--- src/sar_map.svh ---
// constants of the sar converter sequencer and its serial readout
`ifndef SAR_MAP_SVH
`define SAR_MAP_SVH
// ****************************************************************
// timing
// ****************************************************************
`define SAR_CLK_PERIOD_NS 5
`define SAR_POR_TIME_NS 2500000
`define SAR_POR_CYCLES ((`SAR_POR_TIME_NS + `SAR_CLK_PERIOD_NS - 1) / `SAR_CLK_PERIOD_NS)
`define SAR_ACQ_FALLS 2'h2
// ****************************************************************
// result layout and reset values
// ****************************************************************
`define SAR_RES_BITS 12
`define SAR_TRIAL_MSB 12'h800
`define SAR_LSB_IDX 4'h0
`define SAR_MSB_IDX 4'hB
`define SAR_FULL_STEPS 4'hC
`define SAR_FLD_CNT_LSB 12
`define SAR_FIFO_WIDTH 16
`define SAR_FIFO_DEPTH 32
`define SAR_SYNC_RST 3'h1 // select high, serial clock low: the idle levels, so no false edge after reset
`endif

--- src/sar_pkg.sv ---
// types of the sar converter sequencer
package sar_pkg;
   // ****************************************************************
   // sequencer states
   // ****************************************************************
   typedef enum logic [3:0] {
      ST_POR = 4'h1,
      ST_STATIC = 4'h2,
      ST_ACQ = 4'h4,
      ST_CONVERSION_PHASE = 4'h8
   } sar_state_t;
endpackage : sar_pkg

--- src/sar_readout.sv ---
// sar conversion sequencer with serial readout and result fifo
`timescale 1ns/1ps
`include "sar_map.svh"

// ****************************************************************
// result fifo with registered output stage
// ****************************************************************
module sar_fifo #(
   parameter int unsigned WIDTH = `SAR_FIFO_WIDTH,
   parameter int unsigned DEPTH = `SAR_FIFO_DEPTH
) (
   input wire logic clk_i,
   input wire logic rst_n_i,
   input wire logic in_valid_i,
   input wire logic [WIDTH-1:0] in_data_i,
   output logic in_ready_o,
   output logic out_valid_o,
   output logic [WIDTH-1:0] out_data_o,
   input wire logic out_ready_i
);
   localparam int unsigned PW = $clog2(DEPTH);
   localparam int unsigned CW = $clog2(DEPTH + 1);

   // refuse depths that the pointer wrap cannot serve
   if (DEPTH < 2 || (DEPTH & (DEPTH - 1)) != 0) begin : g_chk
      $error("sar_fifo depth must be a power of two of at least 2");
   end

   logic [WIDTH-1:0] mem_q [DEPTH];
   logic [PW-1:0] wr_q;
   logic [PW-1:0] rd_q;
   logic [CW-1:0] cnt_q;
   logic push;
   logic pop;

   // push when room, pop into the output stage when it frees
   assign in_ready_o = (cnt_q < CW'(DEPTH));
   assign push = in_valid_i && in_ready_o;
   assign pop = (cnt_q != '0) && (!out_valid_o || out_ready_i);

   // storage array
   always_ff @(posedge clk_i) begin
      if (push) begin
         mem_q[wr_q] <= in_data_i;
      end
   end

   // pointers and fill count
   always_ff @(posedge clk_i) begin
      if (!rst_n_i) begin
         wr_q <= '0;
         rd_q <= '0;
         cnt_q <= '0;
      end else begin
         if (push) begin
            wr_q <= wr_q + 1'b1;
         end
         if (pop) begin
            rd_q <= rd_q + 1'b1;
         end
         cnt_q <= cnt_q + CW'(push) - CW'(pop);
      end
   end

   // output stage, stalls while the consumer holds ready low
   always_ff @(posedge clk_i) begin
      if (!rst_n_i) begin
         out_valid_o <= 1'b0;
         out_data_o <= '0;
      end else if (pop) begin
         out_valid_o <= 1'b1;
         out_data_o <= mem_q[rd_q];
      end else if (out_ready_i) begin
         out_valid_o <= 1'b0;
      end
   end
endmodule : sar_fifo

// ****************************************************************
// conversion sequencer and serial readout
// ****************************************************************
module sar_readout #(
   parameter int unsigned POR_CYCLES = `SAR_POR_CYCLES,
   parameter int unsigned FIFO_DEPTH = `SAR_FIFO_DEPTH
) (
   input wire logic SYS_CLK_I,
   input wire logic RSTN_I,
   input wire logic SELECT_AND_POWER_DOWN_N_I,
   input wire logic SERIAL_BIT_CLOCK_I,
   input wire logic COMP_I,
   output logic SDATA_O,
   output logic SDATA_OE_O,
   output logic [`SAR_RES_BITS-1:0] DAC_TRIAL_O,
   output logic SAMPLE_O,
   output logic STATIC_O,
   output logic READY_O,
   output logic RES_VALID_O,
   output logic [`SAR_FIFO_WIDTH-1:0] RES_DATA_O,
   input wire logic RES_READY_I
);
   localparam int unsigned PCW = $clog2(POR_CYCLES + 1);

   if (POR_CYCLES < 1) begin : g_chk
      $error("sar_readout power-on count must be at least 1");
   end

   sar_pkg::sar_state_t state_q;
   sar_pkg::sar_state_t state_d;
   logic [2:0] meta_q;
   logic [2:0] sync_q;
   logic [2:0] prev_q;
   logic sel_s;
   logic comp_s;
   logic sel_fall;
   logic clk_fall;
   logic [PCW-1:0] por_cnt_q;
   logic por_done;
   logic [1:0] fall_cnt_q;
   logic [`SAR_RES_BITS-1:0] trial_q;
   logic [`SAR_RES_BITS-1:0] result_q;
   logic [3:0] bit_idx_q;
   logic [3:0] steps_q;
   logic done_q;
   logic decide;
   logic conversion_phase_start;
   logic abort_part;
   logic push_q;
   logic [`SAR_FIFO_WIDTH-1:0] push_data_q;
   logic fifo_in_ready;

   // next trial level: keep the decided bit, try the next one lower
   function automatic logic [`SAR_RES_BITS-1:0] next_trial(input logic [`SAR_RES_BITS-1:0] t,
                                                          input logic [3:0] idx, input logic c);
      logic [`SAR_RES_BITS-1:0] n;
      n = t;
      n[idx] = c;
      if (idx != `SAR_LSB_IDX) begin
         n[idx - 4'h1] = 1'b1;
      end
      return n;
   endfunction : next_trial

   // low power whenever no conversion owns the pins
   function automatic logic is_idle(input sar_pkg::sar_state_t s);
      return (s == sar_pkg::ST_STATIC) || (s == sar_pkg::ST_POR);
   endfunction : is_idle

   // ****************************************************************
   // pin synchronisers and edge finders
   // ****************************************************************
   // two flops per pin, then a third copy for edges
   always_ff @(posedge SYS_CLK_I) begin
      if (!RSTN_I) begin
         meta_q <= `SAR_SYNC_RST;
         sync_q <= `SAR_SYNC_RST;
         prev_q <= `SAR_SYNC_RST;
      end else begin
         meta_q <= {COMP_I, SERIAL_BIT_CLOCK_I, SELECT_AND_POWER_DOWN_N_I};
         sync_q <= meta_q;
         prev_q <= sync_q;
      end
   end

   assign sel_s = sync_q[0];
   assign comp_s = sync_q[2];
   assign sel_fall = prev_q[0] && !sync_q[0];
   assign clk_fall = prev_q[1] && !sync_q[1];

   // ****************************************************************
   // power-on reset
   // ****************************************************************
   // hold off conversions until the power-on time has run
   always_ff @(posedge SYS_CLK_I) begin
      if (!RSTN_I) begin
         por_cnt_q <= '0;
      end else if (!por_done) begin
         por_cnt_q <= por_cnt_q + 1'b1;
      end
   end

   assign por_done = (por_cnt_q == PCW'(POR_CYCLES - 1));

   // ****************************************************************
   // sequencer
   // ****************************************************************
   // select decides static or dynamic, whatever the clock did; a full fifo also holds off the start
   always_comb begin
      state_d = state_q;
      unique case (state_q)
         sar_pkg::ST_POR: begin
            if (por_done) begin
               state_d = sar_pkg::ST_STATIC;
            end
         end
         sar_pkg::ST_STATIC: begin
            if (sel_fall && fifo_in_ready) begin
               state_d = sar_pkg::ST_ACQ;
            end
         end
         sar_pkg::ST_ACQ: begin
            if (sel_s) begin
               state_d = sar_pkg::ST_STATIC;
            end else if (clk_fall && fall_cnt_q == `SAR_ACQ_FALLS - 2'h1) begin
               state_d = sar_pkg::ST_CONVERSION_PHASE;
            end
         end
         sar_pkg::ST_CONVERSION_PHASE: begin
            if (sel_s) begin
               state_d = sar_pkg::ST_STATIC;
            end
         end
      endcase
   end

   always_ff @(posedge SYS_CLK_I) begin
      if (!RSTN_I) begin
         state_q <= sar_pkg::ST_POR;
      end else begin
         state_q <= state_d;
      end
   end

   assign conversion_phase_start = (state_q == sar_pkg::ST_ACQ) && (state_d == sar_pkg::ST_CONVERSION_PHASE);
   assign decide = (state_q == sar_pkg::ST_CONVERSION_PHASE) && !sel_s && clk_fall && !done_q;
   assign abort_part = (state_q == sar_pkg::ST_CONVERSION_PHASE) && sel_s && !done_q && (steps_q != 4'h0);

   // falling clock edges seen during acquisition
   always_ff @(posedge SYS_CLK_I) begin
      if (!RSTN_I) begin
         fall_cnt_q <= 2'h0;
      end else if (state_q != sar_pkg::ST_ACQ) begin
         fall_cnt_q <= 2'h0;
      end else if (clk_fall) begin
         fall_cnt_q <= fall_cnt_q + 2'h1;
      end
   end

   // ****************************************************************
   // successive approximation
   // ****************************************************************
   // one decision per falling clock edge, msb first
   always_ff @(posedge SYS_CLK_I) begin
      if (!RSTN_I) begin
         trial_q <= '0;
         result_q <= '0;
         bit_idx_q <= `SAR_MSB_IDX;
         steps_q <= 4'h0;
         done_q <= 1'b0;
      end else if (conversion_phase_start) begin
         trial_q <= `SAR_TRIAL_MSB;
         result_q <= '0;
         bit_idx_q <= `SAR_MSB_IDX;
         steps_q <= 4'h0;
         done_q <= 1'b0;
      end else if (decide) begin
         result_q[bit_idx_q] <= comp_s;
         trial_q <= next_trial(trial_q, bit_idx_q, comp_s);
         steps_q <= steps_q + 4'h1;
         if (bit_idx_q == `SAR_LSB_IDX) begin
            done_q <= 1'b1;
         end else begin
            bit_idx_q <= bit_idx_q - 4'h1;
         end
      end
   end

   // ****************************************************************
   // serial data pin
   // ****************************************************************
   // enable with the null bit, then each decision as it is made
   always_ff @(posedge SYS_CLK_I) begin
      if (!RSTN_I) begin
         SDATA_O <= 1'b0;
         SDATA_OE_O <= 1'b0;
      end else if (is_idle(state_d)) begin
         SDATA_O <= 1'b0;
         SDATA_OE_O <= 1'b0;
      end else if (conversion_phase_start) begin
         SDATA_O <= 1'b0;
         SDATA_OE_O <= 1'b1;
      end else if (decide) begin
         SDATA_O <= comp_s;
      end else if ((state_q == sar_pkg::ST_CONVERSION_PHASE) && clk_fall) begin
         SDATA_O <= 1'b0; // trailing zeros after the lsb
      end
   end

   // ****************************************************************
   // status pins and trial level
   // ****************************************************************
   always_ff @(posedge SYS_CLK_I) begin
      if (!RSTN_I) begin
         SAMPLE_O <= 1'b0;
         STATIC_O <= 1'b1;
         READY_O <= 1'b0;
         DAC_TRIAL_O <= '0;
      end else begin
         SAMPLE_O <= (state_d == sar_pkg::ST_ACQ);
         STATIC_O <= is_idle(state_d);
         READY_O <= (state_d != sar_pkg::ST_POR);
         DAC_TRIAL_O <= trial_q;
      end
   end

   // ****************************************************************
   // result hand-off
   // ****************************************************************
   // full result on the last decision, partial one on deselect after at least one decision
   always_ff @(posedge SYS_CLK_I) begin
      if (!RSTN_I) begin
         push_q <= 1'b0;
         push_data_q <= '0;
      end else if (decide && bit_idx_q == `SAR_LSB_IDX) begin
         push_q <= 1'b1;
         push_data_q <= {`SAR_FULL_STEPS, result_q[`SAR_RES_BITS-1:1], comp_s};
      end else if (abort_part) begin
         push_q <= 1'b1;
         push_data_q <= {steps_q, result_q};
      end else begin
         push_q <= 1'b0;
      end
   end

   // a full fifo holds off the next conversion start
   sar_fifo #(
      .WIDTH(`SAR_FIFO_WIDTH),
      .DEPTH(FIFO_DEPTH)
   ) u_fifo (
      .clk_i(SYS_CLK_I),
      .rst_n_i(RSTN_I),
      .in_valid_i(push_q),
      .in_data_i(push_data_q),
      .in_ready_o(fifo_in_ready),
      .out_valid_o(RES_VALID_O),
      .out_data_o(RES_DATA_O),
      .out_ready_i(RES_READY_I)
   );
endmodule : sar_readout

--- config.mk ---
export PLATFORM = sky130hd
export DESIGN_NAME = sar_readout
export DESIGN_NICKNAME = d
export VERILOG_FILES = /design/src/sar_pkg.sv /design/src/sar_readout.sv
export VERILOG_INCLUDE_DIRS = /design/src
export SDC_FILE = /design/constraint.sdc
export NUM_CORES = 1
export LEC_CHECK = 0
export ABC_AREA = 0
export BUFFER_PORTS_ARGS = -buffer_cell sky130_fd_sc_hd__buf_2
export CAP_MARGIN = 20
export CORE_MARGIN = 5
export CORE_UTILIZATION = 55
export DETAILED_ROUTE_END_ITERATION = 10
export PLACE_DENSITY = 0.75
export SYNTH_ARGS = -nofsm -noshare
export SYNTH_HDL_FRONTEND = slang
export SYNTH_SLANG_ARGS = --single-unit
--- constraint.sdc ---
create_clock -name SYS_CLK_I -period 5.71 [get_ports SYS_CLK_I]
set_clock_uncertainty 0.2 [all_clocks]
set_input_delay 0.571 -clock SYS_CLK_I [delete_from_list [all_inputs] [get_ports SYS_CLK_I]]
set_output_delay 0.571 -clock SYS_CLK_I [all_outputs]
set_load 0.05 [all_outputs]
==> impl_metrics.json, run 1 <==
{
  "ys_top_cells_by_area": "edfxtp_1 (61%), dfxtp_1 (11%), mux4_2 (7.2%), mux2i_1 (3.4%), nor2_1 (1.8%)",
  "syn-num-nets": 1561,
  "num-fill-cells": 3103,
  "grtUsageTotal_pct": 22.3,
  "utilization_pct": 62.9,
  "htreeDepth": 3,
  "place.gp.congestion": 0.851,
  "drt_wl_total_um": 55900,
  "yosysSeqAreaShare_pct": 72.0,
  "synthTopCellsByCount": "edfxtp_1 (512), dfxtp_1 (133), nor2_1 (123)",
  "row_count": 78,
  "multi_input_area_sq_um": 6670,
  "cp-start-kind": "register",
  "synthFlopType": "edfxtp_1",
  "syn_inst": 1530,
  "ys_ff_latch": 645,
  "grt_pass1_vias": 13900,
  "netlist_area_sq_um": 25100,
  "cts_tree": "built",
  "numCtsBuffers": 66,
  "synth_edf_count": 512,
  "antenna_found_initial": 1,
  "clkSinkCount": 645,
  "swShare_pct": 25.3,
  "finalNetCount": 1636,
  "fp.dieW_um": 223,
  "intPower_mw": 8.30,
  "status": "finished, final reports clean",
  "clkTransAtPathRegs_ps": 60,
  "synth_top_area_cell": "edfxtp_1",
  "synth_top_area_share_pct": 61.3,
  "max_slew_margin_pct": 27.4,
  "power_density_nw_per_um2": 391,
  "finalCriticalPeriod_ps": 3150,
  "yosysMostFrequentCell": "edfxtp_1",
  "ant_nets": 0,
  "synth_warnings": 0,
  "num_vias": 13900,
  "power_frac_clock_pct": 37.5,
  "synthToLayoutAreaGrowth_pct": 13.4,
  "dr.pass1.iters": 8,
  "num_antenna_cells": 0,
  "clkLatencyLatePin_ps": 580,
  "die_y_um": 223,
  "rsz0062_at_grt": "no",
  "setup_viol": 0,
  "peakVddDrop_mv": 0.332,
  "drv_slew": 0,
  "ff_latch_area_sq_um": 18000,
  "maxCapViolations": 0,
  "crit_arrival_ps": 3410,
  "fin_setup_tns_ps": 0,
  "p_sw_mw": 2.81,
  "core_sq_um": 45200,
  "hpwl_um": 32700,
  "synth_area_per_cell_sq_um": 16.4,
  "grt_pass1_wl_um": 84700,
  "dp_cells": 2130,
  "start_util_pct": 55.5,
  "dieArea_sq_um": 49900,
  "drt_iter0_drc": 1573,
  "required_ps": 5980,
  "stdcell_count": 2255,
  "leakage_nw": 10.0,
  "tightestPinTransition_ps": 1090,
  "fin_crit_sh_pct": 55.1,
  "layout-drive-gt1-share_pct": 19.5,
  "seqPwrFrac_pct": 47.5,
  "drc": 0,
  "avgViaCountPerCell": 6.16,
  "wl_per_cell_um": 24.8,
  "path_class": "reg2reg",
  "grt_max_degree": 57,
  "io_buffers": 39,
  "p_total_mw": 11.1,
  "path_max_fanout": 56,
  "critPathCaptureType": "register",
  "hold_violations": 0,
  "design.portCount": 40,
  "combPwrFrac_pct": 15.0,
  "clockBufferDepth": 3,
  "yosysUniqueCellTypes": 60,
  "fmax_mhz": 318,
  "hold_class": "in2reg",
  "async_reset_ff_share_pct": 0,
  "overflow": 0,
  "clock-root-buffer": "clkbuf_16"
}
-- power by group through the flow --
stage / sequential (mW) / clock, mW / combinational [mW]
CTS: 5.34 / 4.23 / 1.58
floorplan: 5.40 / 0 / 1.20
global placement: 5.43 / 0 / 1.53
detailed placement: 5.44 / 0 / 1.57
global route: 5.29 / 4.45 / 1.78
finish: 5.27 / 4.17 / 1.66
-- what timing repair did --
item                                   4_1_cts  5_1_grt
resized for setup                            0        0
hold buffers                                 3        0
buffers inserted                             0        0
endpoints found under the hold margin        3        0
-- metal layers --
metal | GRT usage [%] | part of all wire, % | vias to the layer above
met2 | 35.6 | 48 | 635
met1 | 31.6 | 40 | 7037
met5 | 0 | 0.023 | -
met4 | 6.36 | 2.8 | 2
met3 | 4.66 | 8.9 | 106
li1 | - | - | 6113
-- registers in the layout, summed over array words and instances, names as in the netlist, 6 cells and up --
| signal | count |
|---|---|
| u_fifo.out_data_o | 16 |
| result_q | 12 |
| push_data_q | 16 |
| por_cnt_q | 19 |
| DAC_TRIAL_O | 12 |
| u_fifo.mem_q | 512 |
| u_fifo.cnt_q | 6 |
| trial_q | 12 |
-- logic make-up (layout without fill, tap and decap cells) --
group	count (synthesis)	count (layout)	synth area share, %
compound gates	174	174	5.12
xor+xnor	32	32	1.12
fa+ha+maj	25	25	1.28
buf+inv	109	234	1.82
flops	645	645	72.0
mux	196	196	12.0
simple gates	349	349	6.72
-- stage by stage --
stage / cell area, sq um / worst slack [ps] / hold slack (ps)
5_1_grt: 28400 / 2440 / 154
3_5_place_dp: 26200 / 2370 / 193
4_1_cts: 28300 / 2360 / 123
2_1_floorplan: 25100 / 2940 / 186
6_report: 28400 / 2560 / 160
3_3_place_gp: 26100 / 2370 / 191
-- placed cells by master (no fill, tap or decap), types with 33 or more instances in the layout --
master / Yosys / layout
nand3_1: 52 / 52
buf_4: 1 / 42
buf_2: 16 / 39
mux4_2: 80 / 80
edfxtp_1: 512 / 512
nand2_1: 71 / 71
mux2i_1: 84 / 84
a22oi_1: 33 / 33
clkbuf_16: 0 / 70
nor2_1: 123 / 119
dfxtp_1: 133 / 131
-- worst paths after layout --
kind         slack (ps)  depth (start not counted)                            endpoint                        start
max reg2reg        2560                          5  u_fifo.out_data_o[12]$_SDFFE_PN0P_  u_fifo.rd_q[1]$_SDFFE_PN0P_
min reg2reg         210                          1                sync_q[0]$_SDFF_PN1_         meta_q[0]$_SDFF_PN1_
max                2560                          5  u_fifo.out_data_o[12]$_SDFFE_PN0P_  u_fifo.rd_q[1]$_SDFFE_PN0P_
min                 160                          3     u_fifo.out_valid_o$_SDFFE_PN0P_                  RES_READY_I
-- worst max-delay path: stages, from the launching register on --
cell,delay [ps]
dfxtp_4,960
buf_4,470
mux4_2,370
a22oi_1,450
nand3_1,240
a32o_1,300
-- cell type report --
type	count	share of cell area, %
sequential	645	63.5
multi-input combinational	776	23.5
clock buffer	89	6.56
timing repair buffer	95	2.71
tap	600	2.64
clock inverter	29	0.845
inverter	21	0.277
(Power assumes the default switching activity.)
==> inputs of run 2 (changes only) <==
--- a/config.mk
+++ b/config.mk
@@ -12,7 +12,7 @@
 export CORE_MARGIN = 5
 export CORE_UTILIZATION = 55
 export DETAILED_ROUTE_END_ITERATION = 10
-export PLACE_DENSITY = 0.75
+export PLACE_DENSITY = 0.78
 export SYNTH_ARGS = -nofsm -noshare
 export SYNTH_HDL_FRONTEND = slang
 export SYNTH_SLANG_ARGS = --single-unit
==> constraint.sdc (replaced) <==
create_clock -name SYS_CLK_I -period 2.61 [get_ports SYS_CLK_I]
set_clock_uncertainty 0.2 [all_clocks]
set_input_delay 0.261 -clock SYS_CLK_I [delete_from_list [all_inputs] [get_ports SYS_CLK_I]]
set_output_delay 0.261 -clock SYS_CLK_I [all_outputs]
set_load 0.05 [all_outputs]
==> run 2 against run 1 <==
Net effect:
- the flow now finishes with violations (setup timing)
- via count decreased by 0.83%
- cell area increased by 1.5%
- critical path type unchanged
- fmax increased by 20%
- clock-buffer cell count unchanged
- critical endpoint is now u_fifo.cnt_q[5]$_SDFF_PN0_
- critical path depth increased by 7
- routed wire length decreased by 4.3%
- final cell count increased by 1.9%
- clock power increased by 110%
- die area unchanged
- largest power group unchanged
==> impl_metrics.json, run 2 (same netlist as run 1, synthesis figures left out) <==
{
  "status": "finished with violations",
  "violations": "setup timing",
  "fin_area_sq_um": 28800,
  "min_from": "SELECT_AND_POWER_DOWN_N_I",
  "grt_max_degree": 50,
  "layout_common_cells": "edfxtp_1 (512), dfxtp_1 (127), nor2_1 (123)",
  "hpwl_um": 31900,
  "finalNetCount": 1676,
  "rsz0062_at_grt": "yes",
  "clockBufferDepth": 3,
  "placed_area_sq_um": 26700,
  "critical-path-top-delay-family": "simple AND/OR/NAND/NOR gates",
  "core_sq_um": 45200,
  "hold_class": "in2reg",
  "cp-start-kind": "register",
  "peakVddDrop_mv": 0.985,
  "clkTransAtPathRegs_ps": 60,
  "mostFrequentLayoutCell": "edfxtp_1",
  "clkLatencyLatePin_ps": 630,
  "power_frac_clock_pct": 35.2,
  "largest_register": "u_fifo.mem_q",
  "hold_depth": 3,
  "slowest_delay_ps": 400,
  "seqPwrFrac_pct": 45.2,
  "drt_wl_total_um": 53500,
  "crit_arrival_ps": 2980,
  "place.gp.congestion": 0.821,
  "tightestPinTransition_ps": 824,
  "avgViaCountPerCell": 6.00,
  "grt_pass1_wl_um": 82100,
  "num_antenna_cells": 0,
  "hold_violations": 0,
  "p_sw_mw": 6.58,
  "swShare_pct": 26.2,
  "design.portCount": 40,
  "layout-drive-gt1-share_pct": 22.4,
  "numCtsBuffers": 61,
  "drv_slew": 0,
  "dp_slack_ps": -127,
  "reg2regPathDepth": 12,
  "path_class": "reg2reg",
  "critPathCaptureType": "register",
  "path_cells": "inv_2, ha_4, nor4bb_4, nor2b_1, ha_1, inv_2, ha_4, a21o_1, a21oi_2, o21bai_1, or4_1, nand3_1",
  "clock-root-buffer": "clkbuf_16",
  "io_buffers": 39,
  "hold_ws_ps": 180,
  "die_y_um": 223,
  "p_total_mw": 25.2,
  "dr.pass1.iters": 5,
  "power_density_nw_per_um2": 873,
  "critical_path_buf_inv_count": 2,
  "critPathSlowestCell": "or4_1",
  "grt_pass1_vias": 13800,
  "dieArea_sq_um": 49900,
  "reg.largest.list": "u_fifo.mem_q: 512 flops, por_cnt_q: 19 flops",
  "drc": 0,
  "num_vias": 13800,
  "row_count": 78,
  "fp.dieW_um": 223,
  "fin_setup_tns_ps": -20.7,
  "r2r_slack_ps": -20,
  "path_max_fanout": 2,
  "rr_endpoint": "u_fifo.cnt_q[5]$_SDFF_PN0_",
  "cts_tree": "built",
  "largest_register_ffs": 512,
  "wl_per_cell_um": 23.3,
  "combPwrFrac_pct": 19.6,
  "required_ps": 2960,
  "max_slew_margin_pct": 45.1,
  "htreeDepth": 2,
  "r2r-start": "u_fifo.cnt_q[5]$_SDFF_PN0_",
  "synthToLayoutAreaGrowth_pct": 15.1,
  "finalCriticalPeriod_ps": 2630,
  "overflow": 0,
  "drt_iter0_drc": 1319,
  "fmax_mhz": 380,
  "maxCapViolations": 0,
  "hold_end": "meta_q[0]$_SDFF_PN1_",
  "start_util_pct": 55.5,
  "setup_ws_ps": -20.7,
  "leakage_nw": 9.73,
  "setup_viol": 1,
  "fin_crit_sh_pct": 101,
  "antenna_found_initial": 0,
  "grtUsageTotal_pct": 21.3,
  "ant_nets": 0,
  "clkSinkCount": 645,
  "intPower_mw": 18.6
}
==> run 2: power by group through the flow <==
stage	clock, mW	sequential [mW]	combinational, mW
detailed placement	0	11.6	4.80
global route	9.46	11.4	5.27
floorplan	0	11.9	3.07
global placement	0	11.6	4.70
finish	8.87	11.4	4.94
CTS	9.00	11.4	4.92
==> run 2: worst max-delay path by stage <==
| stage | startpoint | end | slack, ps | depth (start not counted) |
|---|---|---|---|---|
| 2_1_floorplan | push_q$_SDFF_PN0_ | u_fifo.mem_q[18][0]$_DFFE_PP_ | -140 | 4 |
| 3_3_place_gp | u_fifo.cnt_q[5]$_SDFF_PN0_ | u_fifo.cnt_q[4]$_SDFF_PN0_ | -10 | 13 |
| 3_5_place_dp | u_fifo.cnt_q[5]$_SDFF_PN0_ | u_fifo.cnt_q[4]$_SDFF_PN0_ | -130 | 13 |
| 4_1_cts | u_fifo.cnt_q[2]$_SDFF_PN0_ | u_fifo.cnt_q[4]$_SDFF_PN0_ | -3 | 13 |
| 5_1_grt | u_fifo.cnt_q[5]$_SDFF_PN0_ | u_fifo.cnt_q[5]$_SDFF_PN0_ | -160 | 12 |
| 6_report | u_fifo.cnt_q[5]$_SDFF_PN0_ | u_fifo.cnt_q[5]$_SDFF_PN0_ | -20 | 12 |
==> run 2: through the flow <==
step	instances	utilization, %
6_report	2298	63.8
3_3_place_gp	2171	59.0
4_1_cts	2297	63.8
2_1_floorplan	1530	-
5_1_grt	2298	63.8
3_5_place_dp	2171	59.0
==> run 2: routing by layer <==
layer	global-route usage, %	up-vias	wire, um
met1	30.7	6890	22100
met3	4.17	89	4780
met2	33.7	606	25300
met5	0	-	0
met4	6.07	0	1280
li1	-	6192	-
==> run 2: layout make-up <==
cell class / count / area (sq um)
clock buffers: 89 / 1740
clock inverters: 27 / 305
fillers: 3026 / 16300
inverters: 21 / 78.8
multi-input cells: 776 / 6680
flip-flops and latches: 645 / 18000
well taps: 600 / 751
repair buffers: 140 / 1240
==> run 2: repair_timing <==
item | 4_1_cts | 5_1_grt
endpoints found under the setup margin | 2 | 2
pin swaps | 6 | 6
resized for setup | 11 | 6
buffers inserted | 5 | 1
hold endpoints to repair | 12 | 0
hold buffers | 5 | 0
==> run 2: worst reg2reg max path: cells and delay by family (launching register included) <==
| kind | cells | cell delay [ps] |
|---|---|---|
| flops | 1 | 320 |
| compound gates | 3 | 490 |
| simple gates | 4 | 880 |
| fa+ha+maj | 3 | 570 |
| buf+inv | 2 | 120 |
